$ cat src/logic/flsc_defs.vh
`ifndef FLSC_DEFS_VH
`define FLSC_DEFS_VH

// Clock and flash bus timing
`define FLSC_CLK_NS        25
`define FLSC_T_ACC_NS      90
`define FLSC_ACC_CYC       ((`FLSC_T_ACC_NS + `FLSC_CLK_NS - 1) / `FLSC_CLK_NS)
`define FLSC_T_WP_NS       45
`define FLSC_WP_CYC        ((`FLSC_T_WP_NS + `FLSC_CLK_NS - 1) / `FLSC_CLK_NS)
`define FLSC_T_OEH_NS      10
`define FLSC_OEH_CYC       ((`FLSC_T_OEH_NS + `FLSC_CLK_NS - 1) / `FLSC_CLK_NS)

// APB register word offsets
`define FLSC_REG_CTRL      6'h00
`define FLSC_REG_ADDR      6'h01
`define FLSC_REG_WDATA     6'h02
`define FLSC_REG_STATUS    6'h03
`define FLSC_REG_RDATA     6'h04

// Control fields
`define FLSC_CTRL_START    3
`define FLSC_CTRL_POLL     4

// Operations
`define FLSC_OP_READ       3'h0
`define FLSC_OP_PROG       3'h1
`define FLSC_OP_SECT       3'h2
`define FLSC_OP_ADD        3'h3
`define FLSC_OP_CHIP       3'h4
`define FLSC_OP_SUSP       3'h5
`define FLSC_OP_RESUME     3'h6
`define FLSC_OP_RESET      3'h7

// Flash command bytes and unlock addresses
`define FLSC_UNLOCK_A1     19'h00555
`define FLSC_UNLOCK_A2     19'h002aa
`define FLSC_CMD_UNLOCK1   8'haa
`define FLSC_CMD_UNLOCK2   8'h55
`define FLSC_CMD_PROG      8'ha0
`define FLSC_CMD_ERASE     8'h80
`define FLSC_CMD_CHIP      8'h10
`define FLSC_CMD_SECT      8'h30
`define FLSC_CMD_SUSP      8'hb0
`define FLSC_CMD_RESUME    8'h30
`define FLSC_CMD_RESET     8'hf0

// Status byte bit positions
`define FLSC_BIT_GTOGGLE   6
`define FLSC_BIT_TLFAIL    5
`define FLSC_BIT_EWCLOSED  3

`endif

$ cat src/logic/flsc_bus_cycle.v
`timescale 1ns/10ps
`include "flsc_defs.vh"
module flsc_bus_cycle (
    input  wire        pclk,
    input  wire        presetn,
    input  wire        go,
    input  wire        wr,
    input  wire [18:0] addr,
    input  wire [7:0]  wdata,
    input  wire [7:0]  fl_dq_i,
    output reg         done,
    output reg  [7:0]  rdata,
    output reg  [18:0] fl_addr,
    output reg  [7:0]  fl_dq_o,
    output reg         fl_dq_oe,
    output reg         fl_ce_n,
    output reg         fl_oe_n,
    output reg         fl_we_n
);
    localparam [3:0] S_IDLE = 4'b0001;
    localparam [3:0] S_SET  = 4'b0010;
    localparam [3:0] S_STB  = 4'b0100;
    localparam [3:0] S_REC  = 4'b1000;
    localparam integer ACC_LAST = `FLSC_ACC_CYC - 1;
    localparam integer WP_LAST  = `FLSC_WP_CYC - 1;
    localparam integer OEH_LAST = `FLSC_OEH_CYC - 1;

    reg [3:0] state_q;
    reg [2:0] cnt_q;
    reg       wr_q;

    always @(posedge pclk or negedge presetn) begin
        if (!presetn) begin
            state_q  <= S_IDLE;
            cnt_q    <= 3'h0;
            wr_q     <= 1'b0;
            done     <= 1'b0;
            rdata    <= 8'h00;
            fl_addr  <= 19'h00000;
            fl_dq_o  <= 8'h00;
            fl_dq_oe <= 1'b0;
            fl_ce_n  <= 1'b1;
            fl_oe_n  <= 1'b1;
            fl_we_n  <= 1'b1;
        end else begin
            done <= 1'b0;
            case (state_q)
                S_IDLE: begin
                    if (go) begin
                        wr_q     <= wr;
                        fl_addr  <= addr;
                        fl_dq_o  <= wdata;
                        fl_dq_oe <= wr;
                        fl_ce_n  <= 1'b0;
                        state_q  <= S_SET;
                    end
                end
                S_SET: begin
                    // Address settles a full cycle before either strobe
                    fl_we_n <= ~wr_q;
                    fl_oe_n <= wr_q;
                    cnt_q   <= 3'h0;
                    state_q <= S_STB;
                end
                S_STB: begin
                    cnt_q <= cnt_q + 3'h1;
                    if ((wr_q && cnt_q == WP_LAST[2:0]) || (!wr_q && cnt_q == ACC_LAST[2:0])) begin
                        if (!wr_q) begin
                            rdata <= fl_dq_i;
                        end
                        fl_we_n <= 1'b1;
                        fl_oe_n <= 1'b1;
                        cnt_q   <= 3'h0;
                        state_q <= S_REC;
                    end
                end
                S_REC: begin
                    // Strobe high gap, so each status read is a distinct cycle
                    cnt_q <= cnt_q + 3'h1;
                    if (cnt_q == OEH_LAST[2:0]) begin
                        fl_ce_n  <= 1'b1;
                        fl_dq_oe <= 1'b0;
                        done     <= 1'b1;
                        state_q  <= S_IDLE;
                    end
                end
                default: begin
                    state_q <= S_IDLE;
                end
            endcase
        end
    end
endmodule

$ cat src/logic/flsc_top.v
`timescale 1ns/10ps
`include "flsc_defs.vh"
// Summary of operation
// - Poll at program address or erasing sector
// - Two reads, compare toggle; same means done
// - Toggling plus fail flag: recheck, reset if still toggling
// - Resumed polling restarts with two reads
// - After failure, write reset command
// - Window flag ignorable only under 50us spacing
// - Check window flag before and after add
// - Single F0 write returns to array read
module flsc_top (
    input  wire        pclk,
    input  wire        presetn,
    input  wire        psel,
    input  wire        penable,
    input  wire        pwrite,
    input  wire [7:0]  paddr,
    input  wire [31:0] pwdata,
    output reg  [31:0] prdata,
    output reg         pready,
    output reg         pslverr,
    input  wire [7:0]  fl_dq_i,
    output wire [18:0] fl_addr,
    output wire [7:0]  fl_dq_o,
    output wire        fl_dq_oe,
    output wire        fl_ce_n,
    output wire        fl_oe_n,
    output wire        fl_we_n
);
    localparam [9:0] ST_IDLE = 10'h001;
    localparam [9:0] ST_SEQ  = 10'h002;
    localparam [9:0] ST_PRE  = 10'h004;
    localparam [9:0] ST_POST = 10'h008;
    localparam [9:0] ST_PA   = 10'h010;
    localparam [9:0] ST_PB   = 10'h020;
    localparam [9:0] ST_RA   = 10'h040;
    localparam [9:0] ST_RB   = 10'h080;
    localparam [9:0] ST_FIN  = 10'h100;
    localparam [9:0] ST_RST  = 10'h200;

    reg  [9:0]  state_q;
    reg  [2:0]  op_q;
    reg         poll_q;
    reg  [2:0]  idx_q;
    reg         busy_q;
    reg         done_q;
    reg         fail_q;
    reg         rej_q;
    reg         pre_q;
    reg  [7:0]  stat_q;
    reg  [7:0]  first_q;
    reg  [7:0]  rdata_q;
    reg  [18:0] addr_q;
    reg  [7:0]  wdata_q;
    reg         go_q;
    reg         wt_q;
    reg         c_wr;
    reg  [18:0] c_addr;
    reg  [7:0]  c_data;
    reg  [31:0] rd_mux;
    reg         hit;
    wire        cyc_done;
    wire [7:0]  cyc_rdata;
    wire [5:0]  word = paddr[7:2];
    wire        acc = psel & penable & pready;
    wire        wr_en = acc & pwrite;
    wire        start = wr_en & (word == `FLSC_REG_CTRL) & pwdata[`FLSC_CTRL_START] & ~busy_q;
    wire        same = (first_q[`FLSC_BIT_GTOGGLE] == cyc_rdata[`FLSC_BIT_GTOGGLE]);

    function [18:0] seq_addr;
        input [2:0]  op;
        input [2:0]  idx;
        input [18:0] a;
        begin
            case (idx)
                3'h0: seq_addr = (op == `FLSC_OP_PROG || op == `FLSC_OP_SECT ||
                                  op == `FLSC_OP_CHIP) ? `FLSC_UNLOCK_A1 : a;
                3'h1: seq_addr = `FLSC_UNLOCK_A2;
                3'h3: seq_addr = (op == `FLSC_OP_PROG) ? a : `FLSC_UNLOCK_A1;
                3'h4: seq_addr = `FLSC_UNLOCK_A2;
                3'h5: seq_addr = (op == `FLSC_OP_SECT) ? a : `FLSC_UNLOCK_A1;
                default: seq_addr = `FLSC_UNLOCK_A1;
            endcase
        end
    endfunction

    function [7:0] seq_data;
        input [2:0] op;
        input [2:0] idx;
        input [7:0] d;
        begin
            case (idx)
                3'h0: begin
                    case (op)
                        `FLSC_OP_ADD:    seq_data = `FLSC_CMD_SECT;
                        `FLSC_OP_SUSP:   seq_data = `FLSC_CMD_SUSP;
                        `FLSC_OP_RESUME: seq_data = `FLSC_CMD_RESUME;
                        `FLSC_OP_RESET:  seq_data = `FLSC_CMD_RESET;
                        default:         seq_data = `FLSC_CMD_UNLOCK1;
                    endcase
                end
                3'h1: seq_data = `FLSC_CMD_UNLOCK2;
                3'h2: seq_data = (op == `FLSC_OP_PROG) ? `FLSC_CMD_PROG : `FLSC_CMD_ERASE;
                3'h3: seq_data = (op == `FLSC_OP_PROG) ? d : `FLSC_CMD_UNLOCK1;
                3'h4: seq_data = `FLSC_CMD_UNLOCK2;
                default: seq_data = (op == `FLSC_OP_SECT) ? `FLSC_CMD_SECT : `FLSC_CMD_CHIP;
            endcase
        end
    endfunction

    function [2:0] seq_last;
        input [2:0] op;
        begin
            case (op)
                `FLSC_OP_PROG: seq_last = 3'h3;
                `FLSC_OP_SECT: seq_last = 3'h5;
                `FLSC_OP_CHIP: seq_last = 3'h5;
                default:       seq_last = 3'h0;
            endcase
        end
    endfunction

    flsc_bus_cycle u_cycle (
        .pclk     (pclk),
        .presetn  (presetn),
        .go       (go_q),
        .wr       (c_wr),
        .addr     (c_addr),
        .wdata    (c_data),
        .fl_dq_i  (fl_dq_i),
        .done     (cyc_done),
        .rdata    (cyc_rdata),
        .fl_addr  (fl_addr),
        .fl_dq_o  (fl_dq_o),
        .fl_dq_oe (fl_dq_oe),
        .fl_ce_n  (fl_ce_n),
        .fl_oe_n  (fl_oe_n),
        .fl_we_n  (fl_we_n)
    );

    // Status reads always go to the target address so sector bits are valid
    always @* begin
        c_wr   = 1'b0;
        c_addr = addr_q;
        c_data = wdata_q;
        case (state_q)
            ST_SEQ: begin
                c_wr   = 1'b1;
                c_addr = seq_addr(op_q, idx_q, addr_q);
                c_data = seq_data(op_q, idx_q, wdata_q);
            end
            ST_RST: begin
                c_wr   = 1'b1;
                c_data = `FLSC_CMD_RESET;
            end
            default: begin
                c_wr = 1'b0;
            end
        endcase
    end

    always @* begin
        hit = 1'b1;
        case (word)
            `FLSC_REG_CTRL:   rd_mux = {27'h0, poll_q, 1'b0, op_q};
            `FLSC_REG_ADDR:   rd_mux = {13'h0, addr_q};
            `FLSC_REG_WDATA:  rd_mux = {24'h0, wdata_q};
            `FLSC_REG_STATUS: rd_mux = {16'h0, stat_q, 3'h0, pre_q, rej_q, fail_q, done_q, busy_q};
            `FLSC_REG_RDATA:  rd_mux = {24'h0, rdata_q};
            default: begin
                rd_mux = 32'h0;
                hit    = 1'b0;
            end
        endcase
    end

    // One wait state per access keeps every bus output registered
    always @(posedge pclk or negedge presetn) begin
        if (!presetn) begin
            pready  <= 1'b0;
            pslverr <= 1'b0;
            prdata  <= 32'h0;
            addr_q  <= 19'h0;
            wdata_q <= 8'h00;
        end else begin
            pready  <= psel & penable & ~pready;
            prdata  <= rd_mux;
            pslverr <= psel & penable & ~pready & (~hit | (pwrite & busy_q &
                       (word == `FLSC_REG_CTRL || word == `FLSC_REG_ADDR ||
                        word == `FLSC_REG_WDATA)));
            // Operands are frozen while an operation runs
            if (wr_en && !busy_q && word == `FLSC_REG_ADDR) begin
                addr_q <= pwdata[18:0];
            end
            if (wr_en && !busy_q && word == `FLSC_REG_WDATA) begin
                wdata_q <= pwdata[7:0];
            end
        end
    end

    always @(posedge pclk or negedge presetn) begin
        if (!presetn) begin
            state_q <= ST_IDLE;
            op_q    <= `FLSC_OP_READ;
            poll_q  <= 1'b0;
            idx_q   <= 3'h0;
            busy_q  <= 1'b0;
            done_q  <= 1'b0;
            fail_q  <= 1'b0;
            rej_q   <= 1'b0;
            pre_q   <= 1'b0;
            stat_q  <= 8'h00;
            first_q <= 8'h00;
            rdata_q <= 8'h00;
            go_q    <= 1'b0;
            wt_q    <= 1'b0;
        end else begin
            go_q <= 1'b0;
            if (state_q != ST_IDLE && !wt_q) begin
                go_q <= 1'b1;
                wt_q <= 1'b1;
            end
            if (cyc_done) begin
                wt_q <= 1'b0;
            end
            case (state_q)
                ST_IDLE: begin
                    if (start) begin
                        op_q   <= pwdata[2:0];
                        poll_q <= pwdata[`FLSC_CTRL_POLL];
                        idx_q  <= 3'h0;
                        busy_q <= 1'b1;
                        done_q <= 1'b0;
                        fail_q <= 1'b0;
                        rej_q  <= 1'b0;
                        if (pwdata[2:0] == `FLSC_OP_READ) begin
                            state_q <= pwdata[`FLSC_CTRL_POLL] ? ST_PA : ST_FIN;
                        end else if (pwdata[2:0] == `FLSC_OP_ADD) begin
                            state_q <= ST_PRE;
                        end else begin
                            state_q <= ST_SEQ;
                        end
                    end
                end
                ST_SEQ: begin
                    if (cyc_done) begin
                        idx_q <= idx_q + 3'h1;
                        if (idx_q == seq_last(op_q)) begin
                            idx_q <= 3'h0;
                            if (op_q == `FLSC_OP_ADD) begin
                                state_q <= ST_POST;
                            end else if (poll_q && op_q != `FLSC_OP_RESET) begin
                                state_q <= ST_PA;
                            end else begin
                                state_q <= ST_IDLE;
                                busy_q  <= 1'b0;
                                done_q  <= 1'b1;
                            end
                        end
                    end
                end
                ST_PRE: begin
                    if (cyc_done) begin
                        pre_q   <= cyc_rdata[`FLSC_BIT_EWCLOSED];
                        stat_q  <= cyc_rdata;
                        state_q <= ST_SEQ;
                    end
                end
                ST_POST: begin
                    if (cyc_done) begin
                        // Closed window after the add: the sector may have been dropped
                        rej_q  <= cyc_rdata[`FLSC_BIT_EWCLOSED];
                        stat_q <= cyc_rdata;
                        if (poll_q) begin
                            state_q <= ST_PA;
                        end else begin
                            state_q <= ST_IDLE;
                            busy_q  <= 1'b0;
                            done_q  <= 1'b1;
                        end
                    end
                end
                ST_PA: begin
                    if (cyc_done) begin
                        first_q <= cyc_rdata;
                        stat_q  <= cyc_rdata;
                        state_q <= ST_PB;
                    end
                end
                ST_PB: begin
                    if (cyc_done) begin
                        stat_q <= cyc_rdata;
                        if (same) begin
                            state_q <= ST_FIN;
                        end else if (cyc_rdata[`FLSC_BIT_TLFAIL]) begin
                            state_q <= ST_RA;
                        end else begin
                            state_q <= ST_PA;
                        end
                    end
                end
                ST_RA: begin
                    if (cyc_done) begin
                        first_q <= cyc_rdata;
                        stat_q  <= cyc_rdata;
                        state_q <= ST_RB;
                    end
                end
                ST_RB: begin
                    if (cyc_done) begin
                        stat_q <= cyc_rdata;
                        if (same) begin
                            state_q <= ST_FIN;
                        end else begin
                            fail_q  <= 1'b1;
                            state_q <= ST_RST;
                        end
                    end
                end
                ST_FIN: begin
                    if (cyc_done) begin
                        rdata_q <= cyc_rdata;
                        state_q <= ST_IDLE;
                        busy_q  <= 1'b0;
                        done_q  <= 1'b1;
                    end
                end
                ST_RST: begin
                    if (cyc_done) begin
                        state_q <= ST_IDLE;
                        busy_q  <= 1'b0;
                        done_q  <= 1'b1;
                    end
                end
                default: begin
                    state_q <= ST_IDLE;
                    busy_q  <= 1'b0;
                end
            endcase
        end
    end
endmodule

$ cat config.mk
export PLATFORM = sky130hd
export DESIGN_NAME = flsc_top
export DESIGN_NICKNAME = d
export VERILOG_FILES = /design/src/logic/flsc_bus_cycle.v /design/src/logic/flsc_top.v
export VERILOG_INCLUDE_DIRS = /design/src /design/src/logic
export SDC_FILE = /design/constraint.sdc
export NUM_CORES = 1
export LEC_CHECK = 0
export ABC_CLOCK_PERIOD_IN_PS = 3700
export BUFFER_PORTS_ARGS = -buffer_cell sky130_fd_sc_hd__buf_2
export CAP_MARGIN = 15
export CELL_PAD_IN_SITES_DETAIL_PLACEMENT = 1
export CELL_PAD_IN_SITES_GLOBAL_PLACEMENT = 2
export CORE_MARGIN = 2
export CORE_UTILIZATION = 25
export DETAILED_ROUTE_END_ITERATION = 10
export PLACE_DENSITY = 0.66
export SLEW_MARGIN = 40
export SYNTH_ARGS = -nofsm -noshare
export SYNTH_HDL_FRONTEND = slang
export SYNTH_SLANG_ARGS = --single-unit
$ cat constraint.sdc
create_clock -name pclk -period 3.7 [get_ports pclk]
set_input_delay 0.555 -clock pclk [delete_from_list [all_inputs] [get_ports pclk]]
set_output_delay 0.555 -clock pclk [all_outputs]
set_load 0.05 [all_outputs]
==> results of run 1 <==
-- registers in the layout, indices dropped and copies added (netlist names), 3 cells and up --
signal and count:
wdata_q 8, u_cycle.cnt_q 3, u_cycle.fl_addr 19, rdata_q 8, u_cycle.state_q 4, op_q 3, state_q 10, u_cycle.rdata 8
prdata 19, addr_q 19, idx_q 3, u_cycle.fl_dq_o 8, stat_q 8
-- power groups by stage --
stage	combinational, W	sequential [W]	clock [W]
floorplan	0.000571	0.00197	0
global placement	0.00108	0.00178	0
detailed placement	0.00109	0.00178	0
CTS	0.00109	0.00176	0.00193
global route	0.00118	0.00178	0.00200
finish	0.00108	0.00176	0.00188
-- routing by layer --
metal | up-vias | share of wire
li1 | 2373 | -
met1 | 2534 | 0.50
met2 | 104 | 0.45
met3 | 8 | 0.037
met4 | 0 | 0.0081
met5 | - | 0
-- Yosys cell counts, types with 3 or more instances --
cell and number:
sky130_fd_sc_hd__dfrtp_1 132, sky130_fd_sc_hd__mux2_2 56, sky130_fd_sc_hd__nand2_1 55, sky130_fd_sc_hd__nor2_1 44, sky130_fd_sc_hd__o21ai_0 44, sky130_fd_sc_hd__inv_1 24
sky130_fd_sc_hd__a21oi_1 19, sky130_fd_sc_hd__clkbuf_1 18, sky130_fd_sc_hd__a22o_1 16, sky130_fd_sc_hd__buf_4 14, sky130_fd_sc_hd__nand3_1 12, sky130_fd_sc_hd__a31oi_1 11
sky130_fd_sc_hd__o22ai_1 11, sky130_fd_sc_hd__nor3_1 10, sky130_fd_sc_hd__ha_1 9, sky130_fd_sc_hd__a22oi_1 8, sky130_fd_sc_hd__nor2b_1 7, sky130_fd_sc_hd__mux2_4 6
sky130_fd_sc_hd__nor3b_1 6, sky130_fd_sc_hd__nor4_1 6, sky130_fd_sc_hd__o31a_1 6, sky130_fd_sc_hd__and2_1 5, sky130_fd_sc_hd__and3_1 5, sky130_fd_sc_hd__buf_2 5
sky130_fd_sc_hd__dfstp_2 5, sky130_fd_sc_hd__or4_1 5, sky130_fd_sc_hd__mux2i_1 4, sky130_fd_sc_hd__nor4b_1 4, sky130_fd_sc_hd__or3_1 4, sky130_fd_sc_hd__xnor2_1 4
sky130_fd_sc_hd__xor2_1 4, sky130_fd_sc_hd__a21o_1 3, sky130_fd_sc_hd__a222oi_1 3, sky130_fd_sc_hd__o31ai_1 3
-- cell families after synthesis --
family / count (synthesis) / share of synthesized area
AO/OA/AOI/OAI: 147 / 0.151
buffers and inverters: 66 / 0.0485
flip-flops: 137 / 0.516
adder cells (fa/ha/maj): 10 / 0.0184
XOR/XNOR: 8 / 0.0105
multiplexers: 67 / 0.116
other: 1 / 0.000563
AND/OR/NAND/NOR: 177 / 0.139
-- critical path: cells and delay by family, from the launching register on --
kind | cells | cell delay, ns
AO/OA/AOI/OAI | 3 | 0.74
AND/OR/NAND/NOR | 2 | 1.05
flip-flops | 1 | 0.49
multiplexers | 1 | 0.33
-- metrics by stage --
step,std cells,instance area [um2],power (W)
floorplan,625,6700,0.00254
global placement,1018,7440,0.00286
detailed placement,1018,7440,0.00287
CTS,1050,8090,0.00478
global route,1050,8090,0.00495
finish,1050,8090,0.00472
-- final cells by class --
class,count,area (um2),area share
Sequential cell,137,3430,0.424
Multi-Input combinational cell,422,2950,0.365
Timing Repair Buffer,100,549,0.0679
Clock buffer,18,439,0.0543
Tap cell,335,419,0.0518
Clock inverter,14,206,0.0255
Inverter,24,90.1,0.0111
-- worst max path at each step --
stage,start,endpoint,slack [ns],cells after the start
after floorplan,pready,state_q[1],1.35,6
after global placement,state_q[4],state_q[4],0.98,6
after detailed placement,state_q[5],state_q[5],0.98,6
after CTS,state_q[5],state_q[5],0.96,6
after global routing,idx_q[2],u_cycle.fl_addr[10],0.76,8
final,state_q[5],state_q[5],0.97,6
==> metrics.txt, run 1 <==
# TYPE chip_impl_metric gauge
chip_impl_metric{name="cts_hold_buffers",unit=""} 0
chip_impl_metric{name="synth.yosys.warnings",unit=""} 0
chip_impl_metric{name="timing_max_transition_violations_final",unit=""} 0
chip_impl_metric{name="netlist-cell-type-count",unit=""} 72
chip_impl_metric{name="dieArea",unit="mm2"} 0.0280
chip_impl_info{name="yosys.area.top_type",value="sky130_fd_sc_hd__dfrtp_1"} 1
chip_impl_metric{name="cellPowerDensity",unit="mW/mm2"} 583
chip_impl_metric{name="finish.utilization",unit=""} 0.310
chip_impl_info{name="regToRegStartpoint",value="state_q[5]"} 1
chip_impl_metric{name="initial_core_util",unit=""} 0.255
chip_impl_metric{name="post_cts_setup_repair_bufs",unit=""} 0
chip_impl_metric{name="grt_start_max_net_pins",unit=""} 83
chip_impl_metric{name="finish.net_count",unit=""} 764
chip_impl_metric{name="fp.dieW",unit="um"} 167
chip_impl_metric{name="dr_total_vias",unit=""} 5019
chip_impl_metric{name="grt_first_pass_wirelength",unit="um"} 31800
chip_impl_metric{name="dpl.hpwl",unit="um"} 14600
chip_impl_info{name="slowest_stage",value="sky130_fd_sc_hd__nor4_4"} 1
chip_impl_metric{name="synth.cell_area",unit="mm2"} 0.00666
chip_impl_metric{name="grtUsageMet2",unit=""} 0.222
chip_impl_metric{name="hold_viol",unit=""} 0
chip_impl_metric{name="initial_antenna_violation_count",unit=""} 0
chip_impl_metric{name="power_switching_share",unit=""} 0.338
chip_impl_metric{name="power.net_switching",unit="W"} 0.00159
chip_impl_metric{name="detailedRoute.firstIterationViolations",unit=""} 408
chip_impl_info{name="r2r-end",value="state_q[5]"} 1
chip_impl_info{name="timing.critical_path.cells",value="nor4_4 > and4b_1 > o21ai_2 > o211ai_2 > o21bai_4 > mux2_4"} 1
chip_impl_metric{name="reg2reg_setup_slack",unit="ns"} 0.97
chip_impl_metric{name="globalRouteMet3Util",unit=""} 0.0312
chip_impl_metric{name="numCtsBuffers",unit=""} 17
chip_impl_metric{name="worstMarginPinSlew",unit="ns"} 0.798
chip_impl_metric{name="gr-usage-met1",unit=""} 0.214
chip_impl_metric{name="ff2ff_path_depth",unit=""} 6
chip_impl_metric{name="place_worst_setup_slack",unit="ns"} 0.976
chip_impl_info{name="critical_path.startpoint_type",value="register"} 1
chip_impl_metric{name="insertedDiodeCount",unit=""} 0
chip_impl_metric{name="yosysTopAreaCellShare",unit=""} 0.496
chip_impl_info{name="most-common-layout-cells",value="sky130_fd_sc_hd__dfrtp_1, sky130_fd_sc_hd__buf_2, sky130_fd_sc_hd__mux2_2"} 1
chip_impl_info{name="cts-root-buf",value="sky130_fd_sc_hd__clkbuf_16"} 1
chip_impl_metric{name="p_comb_frac",unit=""} 0.229
chip_impl_metric{name="clock_insertion_delay_worst_skew",unit="ns"} 0.42
chip_impl_metric{name="timing.max_slew.rel_slack",unit=""} 0.468
chip_impl_info{name="grt_setup_unrepaired",value="false"} 1
chip_impl_metric{name="die-height",unit="um"} 167
chip_impl_info{name="outcome",value="complete, but fails checks"} 1
chip_impl_metric{name="ys_async_sr_fraction",unit=""} 1.00
chip_impl_metric{name="pin_count",unit=""} 118
chip_impl_metric{name="grt-ovfl-total",unit=""} 0
chip_impl_metric{name="path_clk_slew",unit="ns"} 0.06
chip_impl_info{name="worst_setup_path_end_kind",value="register"} 1
chip_impl_metric{name="viasPerCell",unit=""} 4.78
chip_impl_metric{name="io_buffers",unit=""} 89
chip_impl_metric{name="std_cell_rows",unit=""} 59
chip_impl_metric{name="totalWireLength",unit="um"} 19800
chip_impl_metric{name="drt-pass1-iter-count",unit=""} 7
chip_impl_metric{name="first_global_vias",unit=""} 5389
chip_impl_info{name="synth_top_cells_by_area",value="sky130_fd_sc_hd__dfrtp_1, sky130_fd_sc_hd__mux2_2, sky130_fd_sc_hd__o21ai_0"} 1
chip_impl_metric{name="synth-seq-area-share",unit=""} 0.516
chip_impl_metric{name="post-route-period-util",unit=""} 0.738
chip_impl_metric{name="fin_setup_tns",unit="ns"} 0
chip_impl_metric{name="ir_worst_vdd",unit="uV"} 324
chip_impl_metric{name="post-route-worst-setup-slack",unit="ns"} 0.970
chip_impl_metric{name="routed_wire_length_per_instance",unit="um"} 18.8
chip_impl_metric{name="areaGrowthSynthToFinish",unit="%"} 21.6
chip_impl_metric{name="drt.antenna.violating_nets",unit=""} 0
chip_impl_info{name="grt_busiest_layer",value="met2"} 1
chip_impl_metric{name="cell_internal_pwr",unit="W"} 0.00312
chip_impl_metric{name="clock_tree_buf_depth",unit=""} 2
chip_impl_info{name="violations",value="DRC"} 1
chip_impl_metric{name="power.clock.fraction",unit=""} 0.399
chip_impl_info{name="min_path_type",value="primary input to asynchronous set/reset pin"} 1
chip_impl_metric{name="cts_repair_resized_insts",unit=""} 0
chip_impl_metric{name="drive_above_1_share",unit=""} 0.299
chip_impl_metric{name="critical_path_peak_fanout",unit=""} 9
chip_impl_metric{name="place.gp.congestion",unit=""} 0.745
chip_impl_metric{name="floorplan.core_area",unit="mm2"} 0.0261
chip_impl_metric{name="period_minus_slack",unit="ns"} 2.73
chip_impl_metric{name="share_of_power_burned_in_registers",unit=""} 0.372
chip_impl_metric{name="clock-skew-final",unit="ns"} 0.0131
chip_impl_metric{name="worst_ep_required_time",unit="ns"} 4.00
chip_impl_metric{name="detail_route.drc_violations",unit=""} 10
chip_impl_info{name="setup.worst_path.class",value="register to register"} 1
chip_impl_info{name="layout.cells.most_common",value="sky130_fd_sc_hd__dfrtp_1"} 1
chip_impl_metric{name="hold_ws",unit="ns"} 0.188
chip_impl_metric{name="cp.arrival",unit="ns"} 3.03
chip_impl_metric{name="cts_htree_levels",unit=""} 4
chip_impl_info{name="synth_flop_cell",value="sky130_fd_sc_hd__dfrtp_1"} 1
chip_impl_metric{name="tritoncts_num_sinks",unit=""} 137
chip_impl_metric{name="cap_violations",unit=""} 0
chip_impl_metric{name="final-setup-viol-count",unit=""} 0
chip_impl_metric{name="max_stage_delay",unit="ns"} 0.53
chip_impl_metric{name="synth_edf_count",unit=""} 0
chip_impl_metric{name="n_fill_cell",unit=""} 2962
chip_impl_metric{name="avgSynthCellArea",unit="um2"} 10.9
chip_impl_info{name="cts_tree",value="yes"} 1
chip_impl_metric{name="fmaxAchievable",unit="MHz"} 366
chip_impl_metric{name="synth_cells",unit=""} 613
chip_impl_metric{name="p_leak",unit="nW"} 3.89
chip_impl_metric{name="synth_seq_cells",unit=""} 137
chip_impl_metric{name="grt.total_usage",unit=""} 0.148
Power figures use the tool's default switching activity.
==> run 2, diff against run 1 <==
--- a/config.mk
+++ b/config.mk
@@ -6,7 +6,7 @@
 export SDC_FILE = /design/constraint.sdc
 export NUM_CORES = 1
 export LEC_CHECK = 0
-export ABC_CLOCK_PERIOD_IN_PS = 3700
+export ABC_CLOCK_PERIOD_IN_PS = 2600
 export BUFFER_PORTS_ARGS = -buffer_cell sky130_fd_sc_hd__buf_2
 export CAP_MARGIN = 15
 export CELL_PAD_IN_SITES_DETAIL_PLACEMENT = 1
==> constraint.sdc (replaced) <==
create_clock -name pclk -period 2.6 [get_ports pclk]
set_input_delay 0.39 -clock pclk [delete_from_list [all_inputs] [get_ports pclk]]
set_output_delay 0.39 -clock pclk [all_outputs]
set_load 0.05 [all_outputs]
==> metrics.txt, run 2 (synthesis gave the netlist of run 1 again) <==
# TYPE chip_impl_metric gauge
chip_impl_metric{name="post-route-period-util",unit=""} 0.938
chip_impl_metric{name="period_minus_slack",unit="ns"} 2.44
chip_impl_metric{name="n_fill_cell",unit=""} 2982
chip_impl_metric{name="hold_ws",unit="ns"} 0.193
chip_impl_metric{name="routed_wire_length_per_instance",unit="um"} 18.7
chip_impl_metric{name="dpl.hpwl",unit="um"} 15300
chip_impl_info{name="cts-root-buf",value="sky130_fd_sc_hd__clkbuf_16"} 1
chip_impl_metric{name="insertedDiodeCount",unit=""} 0
chip_impl_info{name="violations",value="DRC"} 1
chip_impl_metric{name="timing_max_transition_violations_final",unit=""} 0
chip_impl_info{name="slowest_stage",value="sky130_fd_sc_hd__or4_1"} 1
chip_impl_metric{name="timing.max_slew.rel_slack",unit=""} 0.600
chip_impl_info{name="cpMostUsedCell",value="sky130_fd_sc_hd__nor4b_1"} 1
chip_impl_metric{name="path_clk_slew",unit="ns"} 0.06
chip_impl_metric{name="dieArea",unit="mm2"} 0.0280
chip_impl_metric{name="tritoncts_num_sinks",unit=""} 137
chip_impl_metric{name="path_buf_inv",unit=""} 0
chip_impl_metric{name="pin_count",unit=""} 118
chip_impl_info{name="timing.critical_path.cells",value="or4_1 > nor4b_1 > nand2_1 > nor4b_1 > a311o_1 > mux2_4"} 1
chip_impl_metric{name="detailedRoute.firstIterationViolations",unit=""} 282
chip_impl_info{name="top_regs",value="addr_q x19, prdata x19, u_cycle.fl_addr x19"} 1
chip_impl_metric{name="cts_htree_levels",unit=""} 4
chip_impl_metric{name="detail_route.drc_violations",unit=""} 10
chip_impl_metric{name="die-height",unit="um"} 167
chip_impl_metric{name="totalWireLength",unit="um"} 20200
chip_impl_metric{name="grt_first_pass_wirelength",unit="um"} 31900
chip_impl_metric{name="clock_insertion_delay_worst_skew",unit="ns"} 0.41
chip_impl_metric{name="final-setup-viol-count",unit=""} 0
chip_impl_metric{name="place.gp.congestion",unit=""} 0.789
chip_impl_metric{name="initial_antenna_violation_count",unit=""} 0
chip_impl_info{name="setup.worst_path.class",value="register to register"} 1
chip_impl_metric{name="worst_ep_required_time",unit="ns"} 2.95
chip_impl_metric{name="grt.total_usage",unit=""} 0.147
chip_impl_metric{name="first_global_vias",unit=""} 5337
chip_impl_metric{name="std_cell_rows",unit=""} 59
chip_impl_metric{name="drt.antenna.violating_nets",unit=""} 0
chip_impl_metric{name="drive_above_1_share",unit=""} 0.326
chip_impl_info{name="grt_setup_unrepaired",value="false"} 1
chip_impl_metric{name="initial_core_util",unit=""} 0.255
chip_impl_metric{name="cp.arrival",unit="ns"} 2.79
chip_impl_metric{name="grt-ovfl-total",unit=""} 0
chip_impl_info{name="most-common-layout-cells",value="sky130_fd_sc_hd__dfrtp_1, sky130_fd_sc_hd__buf_2, sky130_fd_sc_hd__mux2_2"} 1
chip_impl_metric{name="fin_setup_tns",unit="ns"} 0
chip_impl_metric{name="max_stage_delay",unit="ns"} 0.54
chip_impl_metric{name="worstMarginPinSlew",unit="ns"} 0.592
chip_impl_metric{name="fp.dieW",unit="um"} 167
chip_impl_metric{name="cap_violations",unit=""} 0
chip_impl_metric{name="clock_tree_buf_depth",unit=""} 2
chip_impl_metric{name="ir_worst_vdd",unit="uV"} 304
chip_impl_info{name="outcome",value="complete, but fails checks"} 1
chip_impl_metric{name="floorplan.core_area",unit="mm2"} 0.0261
chip_impl_metric{name="post_cts_setup_repair_bufs",unit=""} 0
chip_impl_info{name="critical_path.startpoint_type",value="register"} 1
chip_impl_metric{name="fmaxAchievable",unit="MHz"} 410
chip_impl_metric{name="place_worst_setup_slack",unit="ns"} 0.129
chip_impl_metric{name="io_buffers",unit=""} 89
chip_impl_metric{name="grt_start_max_net_pins",unit=""} 53
chip_impl_info{name="min_path_type",value="primary input to register"} 1
chip_impl_metric{name="numCtsBuffers",unit=""} 17
chip_impl_metric{name="areaGrowthSynthToFinish",unit="%"} 24.7
chip_impl_info{name="worst_setup_path_end_kind",value="register"} 1
chip_impl_info{name="cts_tree",value="yes"} 1
chip_impl_metric{name="cellPowerDensity",unit="mW/mm2"} 806
chip_impl_metric{name="post-route-worst-setup-slack",unit="ns"} 0.162
chip_impl_metric{name="drt-pass1-iter-count",unit=""} 7
chip_impl_metric{name="finish.net_count",unit=""} 794
chip_impl_metric{name="p_leak",unit="nW"} 4.02
chip_impl_metric{name="dr_total_vias",unit=""} 5137
chip_impl_metric{name="reg2reg_setup_slack",unit="ns"} 0.16
chip_impl_metric{name="hold_viol",unit=""} 0
chip_impl_metric{name="viasPerCell",unit=""} 4.76
chip_impl_metric{name="critical_path_peak_fanout",unit=""} 8
chip_impl_metric{name="clock-skew-final",unit="ns"} 0.00883
chip_impl_info{name="layout.cells.most_common",value="sky130_fd_sc_hd__dfrtp_1"} 1
chip_impl_info{name="crit_family",value="simple AND/OR/NAND/NOR gates"} 1
## run 2: metrics by stage
step | instances | utilization | total power, W | cell area, um2
after global placement | 1047 | 0.293 | 0.00418 | 7660
after detailed placement | 1047 | 0.293 | 0.00421 | 7660
after CTS | 1080 | 0.317 | 0.00676 | 8290
after global routing | 1080 | 0.318 | 0.00701 | 8300
final | 1080 | 0.318 | 0.00669 | 8300
after floorplan | 625 | - | 0.00361 | 6700
## run 2: worst paths after layout
kind,start,to,depth (start not counted)
hold reg to reg,wt_q,go_q,1
setup reg to reg,state_q[4],state_q[4],6
max in group asynchronous,presetn,prdata[3],3
setup / recovery,state_q[4],state_q[4],6
hold / removal,pwdata[10],addr_q[10],2
min in group asynchronous,presetn,u_cycle.fl_dq_o[6],2
## run 2: area by class of cell
class,count,area [um2],area share
clock buffer,22,474,0.0571
clock inverter,10,143,0.0172
inverter,24,90.1,0.0108
multi-input combinational,422,2970,0.358
sequential,137,3430,0.414
tap,335,419,0.0505
timing repair buffer,130,774,0.0933
## run 2: worst reg2reg max path, delay by kind of cell (launching register included)
family	cells	cell delay [ns]
AO/OA/AOI/OAI	1	0.18
AND/OR/NAND/NOR	4	1.58
multiplexers	1	0.14
flip-flops	1	0.48
## run 2: metal layers
metal | GRT usage | up-vias | routed length (um)
met5 | 0 | - | 0
met4 | 0.0257 | 0 | 144
met3 | 0.0298 | 8 | 673
met2 | 0.227 | 87 | 9080
met1 | 0.217 | 2611 | 10300
li1 | - | 2431 | -
## run 2: where the power goes
part           switching, W  internal, W
sequential         0.000166      0.00232
clock              0.000933      0.00159
combinational       0.00112     0.000566
total               0.00222      0.00447
## run 2: timing repair
action	CTS	global route
hold buffers	1	0
setup endpoints to repair	0	6
endpoints found under the hold margin	45	0
gates resized for setup	0	3
==> run 3, diff against run 2 <==
--- a/config.mk
+++ b/config.mk
@@ -12,9 +12,9 @@
 export CELL_PAD_IN_SITES_DETAIL_PLACEMENT = 1
 export CELL_PAD_IN_SITES_GLOBAL_PLACEMENT = 2
 export CORE_MARGIN = 2
-export CORE_UTILIZATION = 25
+export CORE_UTILIZATION = 36
 export DETAILED_ROUTE_END_ITERATION = 10
-export PLACE_DENSITY = 0.66
+export PLACE_DENSITY = 0.87
 export SLEW_MARGIN = 40
 export SYNTH_ARGS = -nofsm -noshare
 export SYNTH_HDL_FRONTEND = slang
==> metrics.txt, run 3 (synthesis gave the netlist of run 1 again) <==
# TYPE chip_impl_metric gauge
chip_impl_info{name="layout.cells.most_common",value="sky130_fd_sc_hd__dfrtp_1"} 1
chip_impl_metric{name="cellPowerDensity",unit="mW/mm2"} 831
chip_impl_metric{name="die-height",unit="um"} 140
chip_impl_metric{name="areaGrowthSynthToFinish",unit="%"} 21.7
chip_impl_metric{name="grt-ovfl-total",unit=""} 0
chip_impl_metric{name="period_minus_slack",unit="ns"} 2.43
chip_impl_metric{name="critical_path_peak_fanout",unit=""} 8
chip_impl_info{name="grt_setup_unrepaired",value="false"} 1
chip_impl_info{name="most-common-layout-cells",value="sky130_fd_sc_hd__dfrtp_1, sky130_fd_sc_hd__buf_2, sky130_fd_sc_hd__mux2_2"} 1
chip_impl_metric{name="initial_core_util",unit=""} 0.369
chip_impl_metric{name="cap_violations",unit=""} 0
chip_impl_info{name="min_path_type",value="primary input to asynchronous set/reset pin"} 1
chip_impl_metric{name="worst_ep_required_time",unit="ns"} 2.96
chip_impl_metric{name="timing.max_slew.rel_slack",unit=""} 0.494
chip_impl_metric{name="drt.antenna.violating_nets",unit=""} 0
chip_impl_metric{name="post-route-worst-setup-slack",unit="ns"} 0.167
chip_impl_metric{name="io_buffers",unit=""} 89
chip_impl_metric{name="routed_wire_length_per_instance",unit="um"} 21.0
chip_impl_metric{name="floorplan.core_area",unit="mm2"} 0.0180
chip_impl_metric{name="totalWireLength",unit="um"} 20300
chip_impl_metric{name="clock-skew-final",unit="ns"} 0.00839
chip_impl_info{name="outcome",value="complete, but fails checks"} 1
chip_impl_metric{name="fin_total_pwr",unit="W"} 0.00673
chip_impl_metric{name="tritoncts_num_sinks",unit=""} 137
chip_impl_metric{name="clock_tree_buf_depth",unit=""} 2
chip_impl_info{name="cts_tree",value="yes"} 1
chip_impl_metric{name="p_leak",unit="nW"} 3.98
chip_impl_info{name="top_regs",value="addr_q x19, prdata x19, u_cycle.fl_addr x19"} 1
chip_impl_metric{name="std_cell_rows",unit=""} 49
chip_impl_info{name="violations",value="hold timing"} 1
chip_impl_metric{name="placed_cells_incl_taps",unit=""} 934
chip_impl_info{name="critical_path.startpoint_type",value="register"} 1
chip_impl_metric{name="numCtsBuffers",unit=""} 17
chip_impl_metric{name="viasPerCell",unit=""} 5.45
chip_impl_metric{name="detailedRoute.firstIterationViolations",unit=""} 418
chip_impl_metric{name="ir_worst_vdd",unit="uV"} 534
chip_impl_metric{name="final-setup-viol-count",unit=""} 0
chip_impl_metric{name="worstMarginPinSlew",unit="ns"} 0.752
chip_impl_metric{name="dieArea",unit="mm2"} 0.0196
chip_impl_info{name="worst_setup_path_end_kind",value="register"} 1
chip_impl_metric{name="grt.total_usage",unit=""} 0.215
chip_impl_info{name="setup.worst_path.class",value="register to register"} 1
chip_impl_metric{name="cp.arrival",unit="ns"} 2.80
chip_impl_metric{name="pin_count",unit=""} 118
chip_impl_metric{name="dpl.hpwl",unit="um"} 15100
chip_impl_metric{name="initial_antenna_violation_count",unit=""} 0
chip_impl_metric{name="fmaxAchievable",unit="MHz"} 411
chip_impl_metric{name="finish.net_count",unit=""} 786
chip_impl_metric{name="grt_first_pass_wirelength",unit="um"} 32700
chip_impl_metric{name="first_global_vias",unit=""} 5710
chip_impl_metric{name="hold_viol",unit=""} 3
chip_impl_metric{name="cts_htree_levels",unit=""} 4
chip_impl_metric{name="detail_route.drc_violations",unit=""} 0
chip_impl_metric{name="path_clk_slew",unit="ns"} 0.06
chip_impl_metric{name="fin_setup_tns",unit="ns"} 0
chip_impl_metric{name="ff2ff_path_depth",unit=""} 6
chip_impl_metric{name="place.gp.congestion",unit=""} 0.903
chip_impl_metric{name="insertedDiodeCount",unit=""} 0
chip_impl_metric{name="clock_insertion_delay_worst_skew",unit="ns"} 0.42
chip_impl_metric{name="place_worst_setup_slack",unit="ns"} 0.184
chip_impl_metric{name="post_cts_setup_repair_bufs",unit=""} 0
chip_impl_metric{name="final-instance-count-excl-fill",unit=""} 966
chip_impl_metric{name="grt_start_max_net_pins",unit=""} 74
chip_impl_metric{name="hold_ws",unit="ns"} -0.00444
chip_impl_metric{name="post-route-period-util",unit=""} 0.936
chip_impl_metric{name="drt-pass1-iter-count",unit=""} 5
chip_impl_metric{name="drive_above_1_share",unit=""} 0.319
chip_impl_metric{name="fp.dieW",unit="um"} 140
chip_impl_metric{name="dr_total_vias",unit=""} 5262
chip_impl_metric{name="cts_hold_buffers",unit=""} 0
chip_impl_info{name="cts-root-buf",value="sky130_fd_sc_hd__clkbuf_16"} 1
chip_impl_metric{name="timing_max_transition_violations_final",unit=""} 0
-- run 3: cell types whose count changed in the layout (fill, tap and decap cells not counted) --
cell / change
sky130_fd_sc_hd__nor4_1: +1
sky130_fd_sc_hd__buf_4: -6
sky130_fd_sc_hd__clkinv_2: +1
sky130_fd_sc_hd__inv_6: +1
sky130_fd_sc_hd__buf_12: -1
sky130_fd_sc_hd__dlygate4sd3_1: -1
sky130_fd_sc_hd__nor4_2: -1
sky130_fd_sc_hd__clkinv_4: -2
sky130_fd_sc_hd__bufinv_16: +1
sky130_fd_sc_hd__clkbuf_8: -1
-- run 3: timing repair --
| item | CTS | global route |
|---|---|---|
| endpoints found under the setup margin | 0 | 6 |
| resized for setup | 0 | 3 |
| endpoints found under the hold margin | 0 | 0 |
-- run 3: layer usage --
layer  part of all wire  track usage
met5                  0            0
met4              0.018       0.0674
met3              0.038       0.0386
met2               0.50        0.369
met1               0.44        0.277
-- run 3: final timing paths --
| check | to | from | slack, ns |
|---|---|---|---|
| worst max-delay path | state_q[4] | state_q[4] | 0.17 |
| worst min-delay path | u_cycle.fl_dq_o[7] | presetn | -0.004 |
| worst max register to register | state_q[4] | state_q[4] | 0.17 |
| worst min register to register | go_q | wt_q | 0.45 |
| max in group asynchronous | rdata_q[1] | presetn | 1.86 |
| min in group pclk | addr_q[10] | pwdata[10] | 0.20 |
-- run 3: report_power, final --
group	leakage (nW)	total (W)	switching, W	internal [W]
Clock	0.307	0.00257	0.000914	0.00166
Combinational	1.83	0.00169	0.00113	0.000559
Sequential	1.85	0.00247	0.000155	0.00232
Total	3.98	0.00673	0.00220	0.00453
-- run 3: area by class of cell --
class,instances,area (um2)
fill,2009,9920
sequential,137,3430
multi-input combinational,422,2960
timing repair buffer,122,699
clock buffer,21,460
tap,229,287
clock inverter,11,169
inverter,24,90.1
-- run 3: metrics by stage --
stage	utilization	cell area, um2
3_3_place_gp	0.414	7460
2_1_floorplan	-	6700
5_1_grt	0.450	8100
6_report	0.450	8100
4_1_cts	0.449	8090
3_5_place_dp	0.414	7460
-- run 3: worst max-delay path: stages (launching register included) --
cell and delay [ns]:
sky130_fd_sc_hd__dfrtp_1 0.48, sky130_fd_sc_hd__or4_1 0.53, sky130_fd_sc_hd__nor4b_1 0.47, sky130_fd_sc_hd__nand2_1 0.17, sky130_fd_sc_hd__nor4b_1 0.40, sky130_fd_sc_hd__a311o_1 0.18
sky130_fd_sc_hd__mux2_4 0.14
